===== src/supply_status_defs.svh =====
// Offsets, field positions, reset values and timing counts of the status register bank
`ifndef SUPPLY_STATUS_DEFS_SVH
`define SUPPLY_STATUS_DEFS_SVH

`define ADDR_SCRATCH 7'h1E
`define ADDR_SUPPLY_B 7'h40
`define ADDR_SUPPLY_A 7'h41
`define ADDR_THERMAL 7'h42

`define FRAME_BITS 16
`define FRAME_MODE_BIT 7
`define FRAME_DATA_LSB 8

`define SCRATCH_POR 8'h00
`define SUPPLY_B_POR 8'h00
`define SUPPLY_A_POR 8'h80
`define SUPPLY_A_SOFT 8'h00
`define THERMAL_POR 8'h00

`define SUPPLY_B_MASK 8'h5F
`define SUPPLY_A_MASK 8'hFF
`define THERMAL_MASK 8'h07

`define BIT_BATT_UV 6
`define BIT_EXT_OC 4
`define BIT_EXT_UV 3
`define BIT_EXT_OT 2
`define BIT_MAIN_OV 1
`define BIT_MAIN_WARN 0
`define BIT_POR 7
`define BIT_SW_UV 6
`define BIT_SW_OV 5
`define BIT_AUX_OT 4
`define BIT_AUX_UV 3
`define BIT_MAIN_SC 2
`define BIT_MAIN_UV_FS 1
`define BIT_MAIN_UV 0
`define BIT_SHUTDOWN_L2 2
`define BIT_SHUTDOWN_L1 1
`define BIT_PREWARN 0

`define SHORT_TIME_US 4000
`define CLK_MHZ 25
`define SHORT_CYCLES ((`SHORT_TIME_US * `CLK_MHZ) + 1)
`define UV_FAILSAFE_COUNT 4

`define SCLK_HALF_CYCLES 4

`endif


===== src/supply_status_pkg.sv =====
// Types shared by both ends of the status register link
package supply_status_pkg;

    typedef enum logic [2:0]
    {
        MODE_INIT = 3'b000,
        MODE_NORMAL = 3'b001,
        MODE_STOP = 3'b010,
        MODE_SLEEP = 3'b011,
        MODE_RESTART = 3'b100,
        MODE_FAILSAFE = 3'b101
    } device_mode_t;

    typedef enum logic [1:0]
    {
        HOST_IDLE = 2'b00,
        HOST_SHIFT = 2'b01,
        HOST_DONE = 2'b10
    } host_state_t;

endpackage


===== src/status_link_if.sv =====
// Serial link between the microcontroller end and the status register end
`timescale 1ns/10ps
interface status_link_if;
    logic sclk;
    logic cs_b;
    logic mosi;
    logic miso;

    modport device
    (
        input sclk,
        input cs_b,
        input mosi,
        output miso
    );

    modport host
    (
        output sclk,
        output cs_b,
        output mosi,
        input miso
    );
endinterface


===== src/supply_status_device.sv =====
// Status register end: scratch byte and sticky supply and thermal flags behind a serial link
//
// Summary of operation
// - Scratch zero on power-on, kept on soft reset
// - Scratch accessible only in Normal mode
// - Scratch kept through Fail-Safe and Restart
// - Frame: address, mode bit, data byte
// - Data bits sit at frame bits 8..15
// - Mode bit zero reads without change
// - Mode bit one clears whole status byte
// - Flags stay set until cleared
// - Reserved bits read as zero
// - Supply byte b: battery, external regulator flags
// - Supply byte b: main overvoltage and prewarning
// - Power-on flag set at POR, soft clears
// - Supply byte a: switch supply, aux regulator flags
// - Short flag after 4ms below threshold
// - Fourth undervoltage sets fail-safe flag
// - Sleep with regulator off sets no main flags except main warning
// - Main undervoltage update gated by mode
// - Thermal byte: level2, level1, prewarning flags
// - Thermal flags stay after condition ends
//
// The address-and-strobe port was decided locally.
`timescale 1ns/10ps
`include "supply_status_defs.svh"
module supply_status_device
    import supply_status_pkg::*;
#(
    parameter int SHORT_CYCLES = `SHORT_CYCLES
)
(
    input wire logic clk,
    input wire logic rst_b,
    status_link_if.device link,
    input wire logic soft_reset,
    input device_mode_t mode,
    input wire logic main_reg_on,
    input wire logic reset_output_released,
    input wire logic battery_uv,
    input wire logic ext_oc,
    input wire logic ext_uv,
    input wire logic ext_ot,
    input wire logic main_ov,
    input wire logic main_warn,
    input wire logic switch_uv,
    input wire logic switch_ov,
    input wire logic aux_ot,
    input wire logic aux_uv,
    input wire logic main_uv,
    input wire logic thermal_shutdown_level2,
    input wire logic thermal_shutdown_level1,
    input wire logic thermal_prewarning,
    output logic [7:0] scratch_config_byte,
    output logic failsafe_request
);
    if (SHORT_CYCLES < 1)
    begin
        $error("SHORT_CYCLES must be at least one");
    end

    // Link pins come from another domain: two flops before any use
    logic [2:0] sclk_s_q, cs_s_q;
    logic [1:0] mosi_s_q;
    always_ff @(posedge clk or negedge rst_b)
    begin
        if (!rst_b)
        begin
            sclk_s_q <= 3'h0;
            cs_s_q <= 3'h7;
            mosi_s_q <= 2'h0;
        end
        else
        begin
            sclk_s_q <= {sclk_s_q[1:0], link.sclk};
            cs_s_q <= {cs_s_q[1:0], link.cs_b};
            mosi_s_q <= {mosi_s_q[0], link.mosi};
        end
    end
    wire sclk_rise = sclk_s_q[1] & ~sclk_s_q[2];
    wire sclk_fall = ~sclk_s_q[1] & sclk_s_q[2];
    wire cs_active = ~cs_s_q[1];
    wire cs_end = cs_s_q[1] & ~cs_s_q[2];

    logic [15:0] rx_q;
    logic [4:0] bit_cnt_q;
    logic [7:0] tx_q;
    logic frame_ok;
    assign frame_ok = (bit_cnt_q == 5'h10);

    function automatic logic [7:0] status_of(input logic [6:0] addr, input logic [7:0] b,
                                             input logic [7:0] a, input logic [7:0] t,
                                             input logic [7:0] s);
        case (addr)
            `ADDR_SUPPLY_B: status_of = b & `SUPPLY_B_MASK;
            `ADDR_SUPPLY_A: status_of = a & `SUPPLY_A_MASK;
            `ADDR_THERMAL: status_of = t & `THERMAL_MASK;
            `ADDR_SCRATCH: status_of = s;
            default: status_of = 8'h00;
        endcase
    endfunction

    logic [7:0] supply_b_q, supply_a_q, thermal_q;

    // Frame bits arrive LSB first: address in 6:0, mode in 7, data in 15:8
    always_ff @(posedge clk or negedge rst_b)
    begin
        if (!rst_b)
        begin
            rx_q <= 16'h0000;
            bit_cnt_q <= 5'h00;
        end
        else if (!cs_active)
            bit_cnt_q <= 5'h00;
        else if (sclk_rise && bit_cnt_q != 5'h10)
        begin
            rx_q <= {mosi_s_q[1], rx_q[15:1]};
            bit_cnt_q <= bit_cnt_q + 5'h01;
        end
    end

    // Reply byte is latched once the address is in, before any clear lands
    always_ff @(posedge clk or negedge rst_b)
    begin
        if (!rst_b)
            tx_q <= 8'h00;
        else if (sclk_rise && bit_cnt_q == 5'h07)
            tx_q <= status_of(rx_q[15:9], supply_b_q, supply_a_q, thermal_q,
                              (mode == MODE_NORMAL) ? scratch_config_byte : 8'h00);
        else if (sclk_fall && bit_cnt_q >= 5'h09)
            tx_q <= {1'b0, tx_q[7:1]};
    end
    // Header slots return zero; data slots shift the latched byte LSB first
    assign link.miso = (cs_active && bit_cnt_q >= 5'h08) ? tx_q[0] : 1'b0;

    wire [6:0] f_addr = rx_q[6:0];
    wire f_mode = rx_q[`FRAME_MODE_BIT];
    wire f_done = cs_end && frame_ok;
    wire clr_b = f_done && f_mode && f_addr == `ADDR_SUPPLY_B;
    wire clr_a = f_done && f_mode && f_addr == `ADDR_SUPPLY_A;
    wire clr_t = f_done && f_mode && f_addr == `ADDR_THERMAL;

    // Scratch: only the POR clears it; soft reset and mode changes leave it
    always_ff @(posedge clk or negedge rst_b)
    begin
        if (!rst_b)
            scratch_config_byte <= `SCRATCH_POR;
        else if (f_done && f_mode && f_addr == `ADDR_SCRATCH && mode == MODE_NORMAL)
            scratch_config_byte <= rx_q[15:8];
    end

    wire main_live = !(mode == MODE_SLEEP && !main_reg_on);

    // Short detection: main undervoltage held past the limit after switch-on
    logic [31:0] short_cnt_q;
    logic short_hit;
    always_ff @(posedge clk or negedge rst_b)
    begin
        if (!rst_b)
            short_cnt_q <= 32'h0;
        else if (!main_reg_on || !main_uv)
            short_cnt_q <= 32'h0;
        else if (short_cnt_q < 32'(SHORT_CYCLES))
            short_cnt_q <= short_cnt_q + 32'h1;
    end
    assign short_hit = short_cnt_q >= 32'(SHORT_CYCLES);

    logic init_released_q;
    always_ff @(posedge clk or negedge rst_b)
    begin
        if (!rst_b)
            init_released_q <= 1'b0;
        else if (reset_output_released)
            init_released_q <= 1'b1;
    end

    logic uv_upd;
    always_comb
    begin
        case (mode)
            MODE_RESTART: uv_upd = short_hit;
            MODE_INIT: uv_upd = init_released_q | short_hit;
            MODE_NORMAL, MODE_STOP: uv_upd = 1'b1;
            default: uv_upd = short_hit;
        endcase
    end

    // Consecutive undervoltage events; fourth forces fail-safe
    logic main_uv_q;
    logic [2:0] uv_cnt_q;
    wire uv_event = main_uv && !main_uv_q && uv_upd && main_live;
    always_ff @(posedge clk or negedge rst_b)
    begin
        if (!rst_b)
        begin
            main_uv_q <= 1'b0;
            uv_cnt_q <= 3'h0;
        end
        else
        begin
            main_uv_q <= main_uv;
            if (soft_reset || mode == MODE_NORMAL && !main_uv)
                uv_cnt_q <= 3'h0;
            else if (uv_event && uv_cnt_q < 3'(`UV_FAILSAFE_COUNT))
                uv_cnt_q <= uv_cnt_q + 3'h1;
        end
    end
    wire uv_fs_hit = uv_event && uv_cnt_q == 3'(`UV_FAILSAFE_COUNT - 1);
    assign failsafe_request = thermal_shutdown_level2 | (uv_cnt_q == 3'(`UV_FAILSAFE_COUNT));

    logic [7:0] set_b, set_a, set_t;
    always_comb
    begin
        set_b = 8'h00;
        set_b[`BIT_BATT_UV] = battery_uv;
        set_b[`BIT_EXT_OC] = ext_oc;
        set_b[`BIT_EXT_UV] = ext_uv;
        set_b[`BIT_EXT_OT] = ext_ot;
        set_b[`BIT_MAIN_OV] = main_ov & main_live;
        set_b[`BIT_MAIN_WARN] = main_warn;
        set_a = 8'h00;
        set_a[`BIT_SW_UV] = switch_uv;
        set_a[`BIT_SW_OV] = switch_ov;
        set_a[`BIT_AUX_OT] = aux_ot;
        set_a[`BIT_AUX_UV] = aux_uv;
        set_a[`BIT_MAIN_SC] = short_hit & main_live;
        set_a[`BIT_MAIN_UV_FS] = uv_fs_hit;
        set_a[`BIT_MAIN_UV] = main_uv & uv_upd & main_live;
        set_t = 8'h00;
        set_t[`BIT_SHUTDOWN_L2] = thermal_shutdown_level2;
        set_t[`BIT_SHUTDOWN_L1] = thermal_shutdown_level1;
        set_t[`BIT_PREWARN] = thermal_prewarning;
    end

    // Sticky flags: set wins over a clear in the same cycle
    always_ff @(posedge clk or negedge rst_b)
    begin
        if (!rst_b)
        begin
            supply_b_q <= `SUPPLY_B_POR;
            supply_a_q <= `SUPPLY_A_POR;
            thermal_q <= `THERMAL_POR;
        end
        else if (soft_reset)
        begin
            supply_b_q <= `SUPPLY_B_POR;
            supply_a_q <= `SUPPLY_A_SOFT;
            thermal_q <= `THERMAL_POR;
        end
        else
        begin
            supply_b_q <= ((clr_b ? 8'h00 : supply_b_q) | set_b) & `SUPPLY_B_MASK;
            supply_a_q <= (clr_a ? 8'h00 : supply_a_q) | set_a;
            thermal_q <= ((clr_t ? 8'h00 : thermal_q) | set_t) & `THERMAL_MASK;
        end
    end
endmodule


===== src/flat_wrapper.sv =====
// flat-port wrapper written by rule: the top's interface ports become plain ports
module supply_status_device_flat import supply_status_pkg::*;
#(
    parameter int SHORT_CYCLES = `SHORT_CYCLES
)
  (clk, rst_b, soft_reset, mode, main_reg_on, reset_output_released, battery_uv, ext_oc, ext_uv, ext_ot, main_ov, main_warn, switch_uv, switch_ov, aux_ot, aux_uv, main_uv, thermal_shutdown_level2, thermal_shutdown_level1, thermal_prewarning, scratch_config_byte, failsafe_request, link_sclk, link_cs_b, link_mosi, link_miso);
  status_link_if link_i ();
  input wire logic clk;
  input wire logic rst_b;
  input wire logic soft_reset;
  input device_mode_t mode;
  input wire logic main_reg_on;
  input wire logic reset_output_released;
  input wire logic battery_uv;
  input wire logic ext_oc;
  input wire logic ext_uv;
  input wire logic ext_ot;
  input wire logic main_ov;
  input wire logic main_warn;
  input wire logic switch_uv;
  input wire logic switch_ov;
  input wire logic aux_ot;
  input wire logic aux_uv;
  input wire logic main_uv;
  input wire logic thermal_shutdown_level2;
  input wire logic thermal_shutdown_level1;
  input wire logic thermal_prewarning;
  output logic [7:0] scratch_config_byte;
  output logic failsafe_request;
  input wire logic [$bits(link_i.sclk)-1:0] link_sclk;
  input wire logic [$bits(link_i.cs_b)-1:0] link_cs_b;
  input wire logic [$bits(link_i.mosi)-1:0] link_mosi;
  output wire logic [$bits(link_i.miso)-1:0] link_miso;
  assign link_i.sclk = link_sclk;
  assign link_i.cs_b = link_cs_b;
  assign link_i.mosi = link_mosi;
  assign link_miso = link_i.miso;
  supply_status_device #(.SHORT_CYCLES(SHORT_CYCLES)) u_core (.clk(clk), .rst_b(rst_b), .link(link_i), .soft_reset(soft_reset), .mode(mode), .main_reg_on(main_reg_on), .reset_output_released(reset_output_released), .battery_uv(battery_uv), .ext_oc(ext_oc), .ext_uv(ext_uv), .ext_ot(ext_ot), .main_ov(main_ov), .main_warn(main_warn), .switch_uv(switch_uv), .switch_ov(switch_ov), .aux_ot(aux_ot), .aux_uv(aux_uv), .main_uv(main_uv), .thermal_shutdown_level2(thermal_shutdown_level2), .thermal_shutdown_level1(thermal_shutdown_level1), .thermal_prewarning(thermal_prewarning), .scratch_config_byte(scratch_config_byte), .failsafe_request(failsafe_request));
endmodule

===== config.mk =====
export PLATFORM = sky130hd
export DESIGN_NAME = supply_status_device_flat
export DESIGN_NICKNAME = d
export VERILOG_FILES = /design/src/supply_status_pkg.sv /design/src/status_link_if.sv /design/src/supply_status_device.sv /design/src/flat_wrapper.sv
export VERILOG_INCLUDE_DIRS = /design/src /design/src/src
export SDC_FILE = /design/constraint.sdc
export NUM_CORES = 1
export LEC_CHECK = 0
export BUFFER_PORTS_ARGS = -buffer_cell sky130_fd_sc_hd__buf_4
export CORE_AREA = 2 2 97 118
export CTS_CLUSTER_SIZE = 40
export DETAILED_ROUTE_END_ITERATION = 10
export DIE_AREA = 0 0 99 120
export GPL_TIMING_DRIVEN = 0
export MAX_ROUTING_LAYER = met4
export RECOVER_POWER = 25
export SLEW_MARGIN = 20
export SYNTH_ARGS = -nofsm -noshare
export SYNTH_HDL_FRONTEND = slang
export SYNTH_SLANG_ARGS = --single-unit

===== constraint.sdc =====
create_clock -name clk -period 2.3 [get_ports clk]
set_clock_uncertainty 0.05 [all_clocks]
set_input_delay 0 -clock clk [delete_from_list [all_inputs] [get_ports clk]]
set_output_delay 0 -clock clk [all_outputs]
set_load 0.02 [all_outputs]

# After elaboration in Yosys (flattened, before gate mapping)

Cells that the tools add are included.

Logic and storage cells: 103
Bits in registers: 100
Output and inout port bits: 10
Input bits: 25

Multiplexer cells: 18
$add $sub $neg: 3
Bitwise operators: 16
Order comparisons: 5
Reduce and logical (&&, ||, !) cells: 31
Equal/unequal tests: 16

Operators with widths:

| cell                                                                 | count |
|---|---|
| 2-to-1 mux 32 bit                                                    | 2 |
| == test 7 bit (second input constant)                                | 6 |
| 2-to-1 mux 8 bit                                                     | 5 |
| adder 32 x 1 -> 32 bit (second input constant)                       | 1 |
| greater-or-equal comparator 32 x 17 -> 1 bit (second input constant) | 1 |
| less-than comparator 32 x 17 -> 1 bit (second input constant)        | 1 |
| one-hot mux 8 bit (4 select lines)                                   | 1 |
| logical AND 1 bit                                                    | 18 |
| == test 7 x 5 -> 1 bit (second input constant)                       | 2 |
| 2-to-1 mux 7 bit                                                     | 2 |
| 2-to-1 mux 3 bit                                                     | 4 |
| greater-or-equal comparator 5 x 4 -> 1 bit (second input constant)   | 2 |
| 2-to-1 mux 5 bit                                                     | 2 |
| == test 3 x 2 -> 1 bit (second input constant)                       | 3 |
| bitwise OR 8 x 7 -> 8 bit                                            | 1 |
| nonzero test 2 bit                                                   | 4 |
| AND 1 bit                                                            | 7 |
| bitwise OR 7 bit                                                     | 1 |
| adder 5 x 1 -> 5 bit (second input constant)                         | 1 |
| == test 5 x 3 -> 1 bit (second input constant)                       | 1 |
| == test 5 bit (second input constant)                                | 1 |
| != test 5 bit (second input constant)                                | 1 |
| zero test 1 bit                                                      | 4 |
| NOT 1 bit                                                            | 4 |
| other kinds (12)                                                     | 14 |

# Longest topological paths before layout

Gate-level depths: netlist of run 1.

Depth in word-level cells: 8
Depth in mapped cells: 8
Mapped depth without buffers: 7

# Worst setup path after synthesis of run 1

OpenSTA, ideal clock, no wires.

Path kind: reg-to-reg
From: reg u_core.bit_cnt_q[0]
To: reg u_core.rx_q[10]
Cell stages (with the launch flop): 9
Arrival: 1.997 ns
Slack: 0.129 ns
Cell sequence: dfrtp_1 -> inv_1 -> ha_1 -> and4bb_2 -> nor3b_2 -> nor2b_1 -> buf_2 -> buf_4 -> mux2_2

Longest elaborated chain between the ends: 3

Ends and longest elaborated chain:

| what                          | line                        | RTL |
|---|---|---|
| start, declared               | supply_status_device.sv:86  | `logic [4:0] bit_cnt_q;` |
| start signal, assigned        | supply_status_device.sv:118 | `bit_cnt_q <= bit_cnt_q + 5'h01;` |
| != test 5 bit                 | supply_status_device.sv:115 | `else if (sclk_rise && bit_cnt_q != 5'h10)` |
| logical AND 1 bit             | supply_status_device.sv:115 |  |
| AND reduction 2 bit (no line) | --                          |  |
| end signal, assigned          | supply_status_device.sv:117 | `rx_q <= {mosi_s_q[1], rx_q[15:1]};` |
| end, declared                 | supply_status_device.sv:85  | `logic [15:0] rx_q;` |

No other way between the ends.
A chain may end at the register's enable or synchronous reset.

# Final worst setup path of run 1

From: reg u_core.bit_cnt_q[1]
To: reg u_core.scratch_config_byte[1]

Longest elaborated chain between the ends: 5

Ends and longest elaborated chain:

| what                        | line                        | RTL |
|---|---|---|
| == test 5 bit               | supply_status_device.sv:89  | `assign frame_ok = (bit_cnt_q == 5'h10);` |
| logical AND 1 bit           | supply_status_device.sv:138 | `wire f_done = cs_end && frame_ok;` |
| logical AND 1 bit           | supply_status_device.sv:148 | `` else if (f_done && f_mode && f_addr == `ADDR_SCRATCH && mode == MODE_NORMAL) `` |
| logical AND 1 bit (no line) | --                          |  |
| logical AND 1 bit           | supply_status_device.sv:148 |  |
| end signal, assigned        | supply_status_device.sv:147 | `` scratch_config_byte <= `SCRATCH_POR; `` |
| end signal, assigned        | supply_status_device.sv:149 | `scratch_config_byte <= rx_q[15:8];` |
| end, declared               | supply_status_device.sv:54  | `output logic [7:0] scratch_config_byte,` |

No other way between the ends.

==> results of run 1 <==
worst max-delay path: cells and delay by family, from the launching register on:
family,cells,cell delay [ns]
fa+ha+maj,1,0.13
flops,1,0.43
mux,1,0.34
buf+inv,2,0.30
simple gates,3,0.84
state kept, by name (all words and copies together) (netlist names):
signal                      count
u_core.supply_b_q               6
u_core.cs_s_q                   3
u_core.rx_q                    16
u_core.sclk_s_q                 3
u_core.supply_a_q               8
u_core.thermal_q                3
u_core.scratch_config_byte      8
u_core.init_released_q          1
u_core.mosi_s_q                 2
u_core.main_uv_q                1
u_core.uv_cnt_q                 3
u_core.bit_cnt_q                5
u_core.tx_q                     8
u_core.short_cnt_q             32
worst paths after layout:
kind | endpoint | slack [ns] | cells after the start
worst min register to register | u_core.sclk_s_q[1] | 0.30 | 0
worst max-delay path | u_core.scratch_config_byte[1] | 0.1 | 7
max in group asynchronous | u_core.bit_cnt_q[0] | 0.81 | 2
worst min-delay path | u_core.supply_b_q[1] | 0.07 | 5
min in group asynchronous | u_core.bit_cnt_q[2] | 0.47 | 2
worst max register to register | u_core.scratch_config_byte[1] | 0.1 | 7
timing repair:
item	CTS	global route
pin swaps	1	3
setup endpoints to repair	15	33
buffers inserted	1	6
resized for setup	3	6
hold buffers	21	0
endpoints found under the hold margin	119	0
where the power goes:
| group | internal (W) | total [W] | switching, W |
|---|---|---|---|
| combinational | 0.000227 | 0.000436 | 0.000209 |
| clock | 0.000877 | 0.00153 | 0.000649 |
| sequential | 0.00184 | 0.00195 | 0.000111 |
cell usage in the layout, fill, tap and decap left out, drive strengths merged, types with 3 or more instances in the layout:
cell	count
a31oi	3
nand3	7
or3	4
a21oi	23
a2bb2oi	4
dfstp	4
ha	9
o211ai	4
dlygate4sd3	21
inv	18
a22o	8
dfrtp	95
mux2	24
a21o	4
xor2	4
a211oi	3
nand4	5
o221ai	3
or4	7
o31ai	4
nor3	10
buf	30
o21ai	5
and3	17
o21a	5
nand4b	3
nor4	9
mux2i	7
clkbuf	34
nor2	30
nand2	30
cell families after synthesis:
logic type      Yosys count  share of synthesized area
simple gates            144                      0.189
buf+inv                  31                     0.0319
flops                    99                      0.528
mux                      31                     0.0723
xor+xnor                  6                     0.0112
compound gates           85                      0.144
fa+ha+maj                 9                     0.0239
Yosys cell counts (4+ instances only):
cell type / number
nor4_1: 4
or4_1: 7
o31ai_1: 4
mux2_2: 24
nand2_1: 29
mux2i_1: 7
a2bb2oi_1: 4
a21oi_1: 23
and3_1: 17
a22o_1: 8
dfstp_2: 4
o21ai_0: 4
ha_1: 9
nand4_1: 5
a21o_1: 4
nor2_1: 29
xor2_1: 4
dfrtp_1: 95
nor3_1: 9
o21a_1: 5
inv_1: 17
clkbuf_1: 8
nand3_1: 7
layer usage:
metal	GRT usage	vias up
met1	0.240	1690
met2	0.299	61
met3	0.0210	20
met4	0.0822	0
li1	-	1642
met5	-	-
area by class of cell:
| class | instances | area (um2) |
|---|---|---|
| multi-input combinational | 275 | 2100 |
| inverter | 17 | 63.8 |
| tap | 132 | 165 |
| timing repair buffer | 62 | 484 |
| clock buffer | 11 | 243 |
| fill | 960 | 5100 |
| buffer | 12 | 80.1 |
| sequential | 99 | 2480 |
| clock inverter | 5 | 60.1 |
stage by stage:
stage	hold WS (ns)	setup TNS (ns)	total power (W)	instance area [um2]
global placement	0.0603	-1.08	0.00237	5130
floorplan	-0.346	0	0.00222	4710
CTS	0.0749	0	0.00396	5660
detailed placement	0.0606	-1.83	0.00239	5140
global route	0.128	-0.370	0.00408	5680
finish	0.0739	0	0.00391	5680
==> results.cfg, run 1 <==
[detailed_routing]
vias = 3413
routed.top_layer = met4
wl_met3_um = 281
ant_nets = 0
avgViaCountPerCell = 5.57
route.met2.wl_um = 5070
firstDrtPassIters = 5
wl_um = 10300
post-route-drc-count = 0
wire_per_inst_um = 16.8
initialDrtViolationCount = 88
wl_met1_um = 4680

[synthesis]
synth_seq_cells = 99
synth.distinct_cells = 73
yosys.area.top_type = dfrtp_1
syn_inst = 405
ys_seq_area_frac = 0.528
syn-num-nets = 439
synth.area.top_cells = dfrtp_1, mux2_2, a21oi_1
postSynthAreaPerCell_um2 = 11.6
synth-edff-count = 0
async_flop_share = 1.00
yosysWarnings = 0
synth_top_cell_area_share = 0.505
synth_ff_type = dfrtp_1
netlist_area_um2 = 4710

[timing]
relSlewSlack = 0.0843
setup_violations = 0
slew_violations = 0
post-route-period-util = 0.959
fmax_mhz = 454
min_period_ns = 2.20
hold_viol_final = 0
rsz0062_at_grt = true
worstMarginPinSlew_ns = 1.37
setup_ws_ns = 0.0954

[hold_path]
min_from = mode[2]
hp-class = in2reg

[cts]
cts_tree = done
numCtsBuffers = 9
cts.sinks = 99
cts_htree_levels = 3
cts_root_buffer = clkbuf_16
clk-insertion-delay-late_ns = 0.34
clock_path_buffers = 2
path_clk_slew_ns = 0.07

[die]
die_area_um2 = 11900
die_w_um = 99
io_pins = 35
coreArea_um2 = 10800
rows = 42
initial_core_util = 0.437
die_height_um = 120

[setup_path]
slowest_delay_ns = 0.43
crit_required_ns = 2.48
crit_arrival_ns = 2.38
cp_cell_sequence = inv_2 -> ha_1 -> and4bb_2 -> nand4b_1 -> nor4bb_1 -> buf_4 -> mux2_2
path_class = reg2reg
worstSetupStartpoint = u_core.bit_cnt_q[1]
critPathMaxFanout = 8
end_kind = flip-flop
cp_slowest_cell = dfrtp_1
worstSetupStartpointType = flip-flop
r2r-start = u_core.bit_cnt_q[1]

[run_status]
outcome = complete, no violations

[final_layout]
n_antenna_cell = 0
instances_no_fill = 613
area_growth_pct = 20.6
fin_nets = 510
drive_gt1_frac = 0.229
finish.utilization = 0.527

[placement]
gp_congestion = 0.850
post-place-ws_ns = -0.186
port-buffer-count = 34
placed_cells = 571
hpwl_um = 7100

[global_route]
antenna_found_initial = 0
grt_pass1_wl_um = 17200
grt_pass1_vias = 3474
grt_max_degree = 100
overflow = 0
grt_usage = 0.187

[power_and_ir_drop]
ir_drop_mv = 0.364
power_density_nw_per_um2 = 689
leakage_nw = 2.50

[run]
drv_cap = 0
(Power assumes the default switching activity.)
==> run 2, diff against run 1 <==
--- a/config.mk
+++ b/config.mk
@@ -6,11 +6,11 @@
 export SDC_FILE = /design/constraint.sdc
 export NUM_CORES = 1
 export LEC_CHECK = 0
-export BUFFER_PORTS_ARGS = -buffer_cell sky130_fd_sc_hd__buf_4
 export CORE_AREA = 2 2 97 118
 export CTS_CLUSTER_SIZE = 40
 export DETAILED_ROUTE_END_ITERATION = 10
 export DIE_AREA = 0 0 99 120
+export DONT_BUFFER_PORTS = 1
 export GPL_TIMING_DRIVEN = 0
 export MAX_ROUTING_LAYER = met4
 export RECOVER_POWER = 25
==> results.cfg, run 2 (same netlist as run 1, synthesis figures left out) <==
[run_status]
outcome = finished with violations
violations = hold timing

[cts]
clk-insertion-delay-late_ns = 0.34
cts_htree_levels = 3
cts_tree = done
postCtsHoldBufs = 20
numCtsBuffers = 9
path_clk_slew_ns = 0.07
cts_root_buffer = clkbuf_16
clock_path_buffers = 2
cts.sinks = 99

[setup_path]
crit_required_ns = 2.48
crit_arrival_ns = 2.40
critPathMaxFanout = 8
path_class = reg2reg
end_kind = flip-flop
r2r_end = u_core.scratch_config_byte[7]
r2r-start = u_core.bit_cnt_q[0]
worstSetupStartpointType = flip-flop
r2r_slack_ns = 0.08
reg2reg_depth = 7

[placement]
port-buffer-count = 0
placed_cells = 537
hpwl_um = 6850
gp_congestion = 0.827

[global_route]
grt_pass1_wl_um = 16800
met3_usage = 0.0425
use_met2 = 0.294
grt_pass1_vias = 3374
overflow = 0
grt_usage = 0.184
busiest_layer = met2
grtUsageMet1 = 0.231
grt_max_degree = 100
antenna_found_initial = 0

[final_layout]
top_regs = u_core.short_cnt_q: 32 flops, u_core.rx_q: 16 flops
nFillCells = 964
fin_nets = 472
layout_common_cells = dfrtp_1, nand2_1, nor2_1
largest_reg_flops = 32
layout_commonest_cell = dfrtp_1
drive_gt1_frac = 0.185
area_growth_pct = 14.9
n_antenna_cell = 0
top_register = u_core.short_cnt_q
instances_no_fill = 575
multi_input_area_um2 = 2100
seqCellArea_um2 = 2480

[die]
die_area_um2 = 11900
rows = 42
die_height_um = 120
coreArea_um2 = 10800
die_w_um = 99
initial_core_util = 0.437
io_pins = 35

[detailed_routing]
initialDrtViolationCount = 116
post-route-drc-count = 0
avgViaCountPerCell = 5.76
wire_per_inst_um = 17.5
firstDrtPassIters = 4
vias = 3312
ant_nets = 0
wl_um = 10000

[timing]
hold_ws_ns = -0.703
min_period_ns = 2.22
fmax_mhz = 451
slew_violations = 0
post-route-period-util = 0.965
relSlewSlack = 0.446
final.setup.tns_ns = 0
hold_viol_final = 100
worstMarginPinSlew_ns = 0.819
setup_violations = 0

[hold_path]
hp-class = in2async

[run]
drv_cap = 0

[power_and_ir_drop]
leakage_nw = 2.34
ir_drop_mv = 0.419
power_density_nw_per_um2 = 692
run 2: how the worst max path moves through the flow:
stage / start / end / slack, ns / cells after the start
after CTS: u_core.bit_cnt_q[0] / u_core.supply_b_q[2] / 0.02 / 8
final: u_core.bit_cnt_q[0] / u_core.scratch_config_byte[7] / 0.08 / 7
after detailed placement: u_core.bit_cnt_q[0] / u_core.rx_q[7] / -0.13 / 8
after global placement: u_core.bit_cnt_q[0] / u_core.rx_q[7] / -0.12 / 8
after floorplan: u_core.bit_cnt_q[0] / u_core.rx_q[10] / 0.13 / 8
after global routing: u_core.bit_cnt_q[0] / u_core.rx_q[11] / -0.01 / 8
run 2: cell type report:
class | instances | share of cell area
clock buffers | 12 | 0.0474
inverters | 17 | 0.0118
clock inverters | 4 | 0.00486
plain buffers | 14 | 0.0176
well taps | 132 | 0.0305
multi-input cells | 275 | 0.389
repair buffers | 22 | 0.0398
flip-flops and latches | 99 | 0.459
run 2: routing by layer:
metal | up-vias | routed length (um)
met3 | 14 | 345
li1 | 1569 | -
met4 | 0 | 163
met2 | 57 | 5010
met1 | 1672 | 4530
met5 | - | 0
run 2: through the flow:
stage | cell area (um2) | setup slack, ns | total power, W | util
final | 5410 | 0.0806 | 0.00374 | 0.502
after global routing | 5410 | -0.0142 | 0.00391 | 0.502
after CTS | 5370 | 0.0152 | 0.00378 | 0.499
after detailed placement | 4870 | -0.132 | 0.00231 | 0.452
after global placement | 4870 | -0.115 | 0.00230 | 0.452
after floorplan | 4710 | 0.129 | 0.00222 | -
run 2: where the power goes:
part / internal (W) / switching [W]
logic: 0.000198 / 0.000164
registers: 0.00184 / 0.000112
clock network: 0.000791 / 0.000635
total: 0.00283 / 0.000911
run 2: repair_timing:
item | CTS | global route
pin swaps | 1 | 3
setup endpoints to repair | 10 | 33
hold endpoints to repair | 140 | 99
buffers inserted | 1 | 1
gates resized for setup | 3 | 9
run 2: critical path: stages, from the launching register on:
cell and delay [ns]:
dfrtp_2 0.45, inv_1 0.07, ha_1 0.15, and4bb_2 0.28, nand4b_1 0.19, nor4bb_1 0.31, clkbuf_4 0.26, mux2_2 0.35
==> run 3, diff against run 2 <==
--- a/config.mk
+++ b/config.mk
@@ -12,6 +12,7 @@
 export DIE_AREA = 0 0 99 120
 export DONT_BUFFER_PORTS = 1
 export GPL_TIMING_DRIVEN = 0
+export HOLD_SLACK_MARGIN = 0.15
 export MAX_ROUTING_LAYER = met4
 export RECOVER_POWER = 25
 export SLEW_MARGIN = 20
==> results.cfg, run 3 (same netlist as run 1, synthesis figures left out) <==
[power_and_ir_drop]
total_power_w = 0.00375
leakage_nw = 2.36
power_density_nw_per_um2 = 688
ir_drop_mv = 0.418

[cts]
cts.sinks = 99
postCtsHoldBufs = 24
clock_path_buffers = 2
cts_htree_levels = 3
cts_root_buffer = clkbuf_16
numCtsBuffers = 9
path_clk_slew_ns = 0.07
clk-insertion-delay-late_ns = 0.34
cts_tree = done

[detailed_routing]
ant_nets = 0
firstDrtPassIters = 4
post-route-drc-count = 0
avgViaCountPerCell = 5.72
wl_um = 10100
wire_per_inst_um = 17.5
vias = 3314
initialDrtViolationCount = 157

[die]
die_w_um = 99
die_height_um = 120
coreArea_um2 = 10800
rows = 42
initial_core_util = 0.437
io_pins = 35
die_area_um2 = 11900

[final_layout]
n_antenna_cell = 0
drive_gt1_frac = 0.183
seqCellArea_um2 = 2480
multi_input_area_um2 = 2100
nFillCells = 963
fin_nets = 476
area_growth_pct = 15.8
top_register = u_core.short_cnt_q
layout_commonest_cell = dfrtp_1
layout_common_cells = dfrtp_1, nand2_1, nor2_1
largest_reg_flops = 32
top_regs = u_core.short_cnt_q: 32 flops, u_core.rx_q: 16 flops

[setup_path]
path_class = reg2reg
critPathMaxFanout = 8
r2r_end = u_core.scratch_config_byte[7]
crit_arrival_ns = 2.39
end_kind = flip-flop
worstSetupStartpointType = flip-flop
cp_cell_sequence = inv_1 -> ha_1 -> and4bb_2 -> nand4b_1 -> nor4bb_1 -> clkbuf_4 -> mux2_2
reg2reg_depth = 7
slowest_delay_ns = 0.45
r2r-start = u_core.bit_cnt_q[0]
r2r_slack_ns = 0.08
crit_required_ns = 2.48
cp_slowest_cell = dfrtp_2

[timing]
setup_violations = 0
relSlewSlack = 0.450
worstMarginPinSlew_ns = 0.814
fmax_mhz = 451
setup_ws_ns = 0.0829
slew_violations = 0
min_period_ns = 2.22
post-route-period-util = 0.964
hold_viol_final = 99
hold_ws_ns = -0.702

[hold_path]
hp-class = in2async

[run_status]
violations = hold timing
outcome = finished with violations

[global_route]
grt_max_degree = 100
grt_usage = 0.185
grt_pass1_vias = 3399
grt_pass1_wl_um = 17000
overflow = 0
antenna_found_initial = 0

[placement]
port-buffer-count = 0
gp_congestion = 0.827
post-place-ws_ns = -0.132
hpwl_um = 6850

[run]
drv_cap = 0
==> run 3: routing by layer <==
layer  GRT usage  share of wire
met2       0.296           0.50
met4      0.0608          0.016
met3      0.0437          0.036
met5           -              0
met1       0.233           0.45
==> run 3: per-stage QoR <==
step | utilization | instance area [um2] | setup TNS, ns | std cells
finish | 0.506 | 5450 | 0 | 579
global route | 0.506 | 5450 | -0.0952 | 579
CTS | 0.502 | 5410 | 0 | 578
detailed placement | 0.452 | 4870 | -1.27 | 537
global placement | 0.452 | 4870 | -1.11 | 537
floorplan | - | 4710 | 0 | 405
==> run 3: power by group <==
| group | switching, W | internal (W) |
|---|---|---|
| logic | 0.000167 | 0.000202 |
| clock network | 0.000635 | 0.000791 |
| registers | 0.000111 | 0.00184 |
| total | 0.000914 | 0.00283 |
==> run 3: final cells by class <==
cell class,count,area share
sequential,99,0.456
multi-input combinational,275,0.386
clock buffer,12,0.0471
timing repair buffer,26,0.0468
tap,132,0.0303
buffer,14,0.0175
inverter,17,0.0117
clock inverter,4,0.00482
==> run 3: what timing repair did <==
action | CTS | global route
endpoints found under the hold margin | 147 | 99
pin swaps | 1 | 3
setup endpoints to repair | 10 | 33
resized for setup | 3 | 9
buffers inserted | 1 | 1
==> run 3: worst max path at each step <==
stage,start,end,depth (start not counted)
detailed placement,u_core.bit_cnt_q[0],u_core.rx_q[7],8
floorplan,u_core.bit_cnt_q[0],u_core.rx_q[10],8
global route,u_core.bit_cnt_q[0],u_core.rx_q[11],8
global placement,u_core.bit_cnt_q[0],u_core.rx_q[7],8
finish,u_core.bit_cnt_q[0],u_core.scratch_config_byte[7],7
CTS,u_core.bit_cnt_q[0],u_core.supply_b_q[2],8
==> run 3: critical path: cells and delay by family, from the launching register on <==
| family | cells | cell delay, ns |
|---|---|---|
| fa+ha+maj | 1 | 0.15 |
| buf+inv | 2 | 0.33 |
| flops | 1 | 0.45 |
| mux | 1 | 0.35 |
| simple gates | 3 | 0.78 |
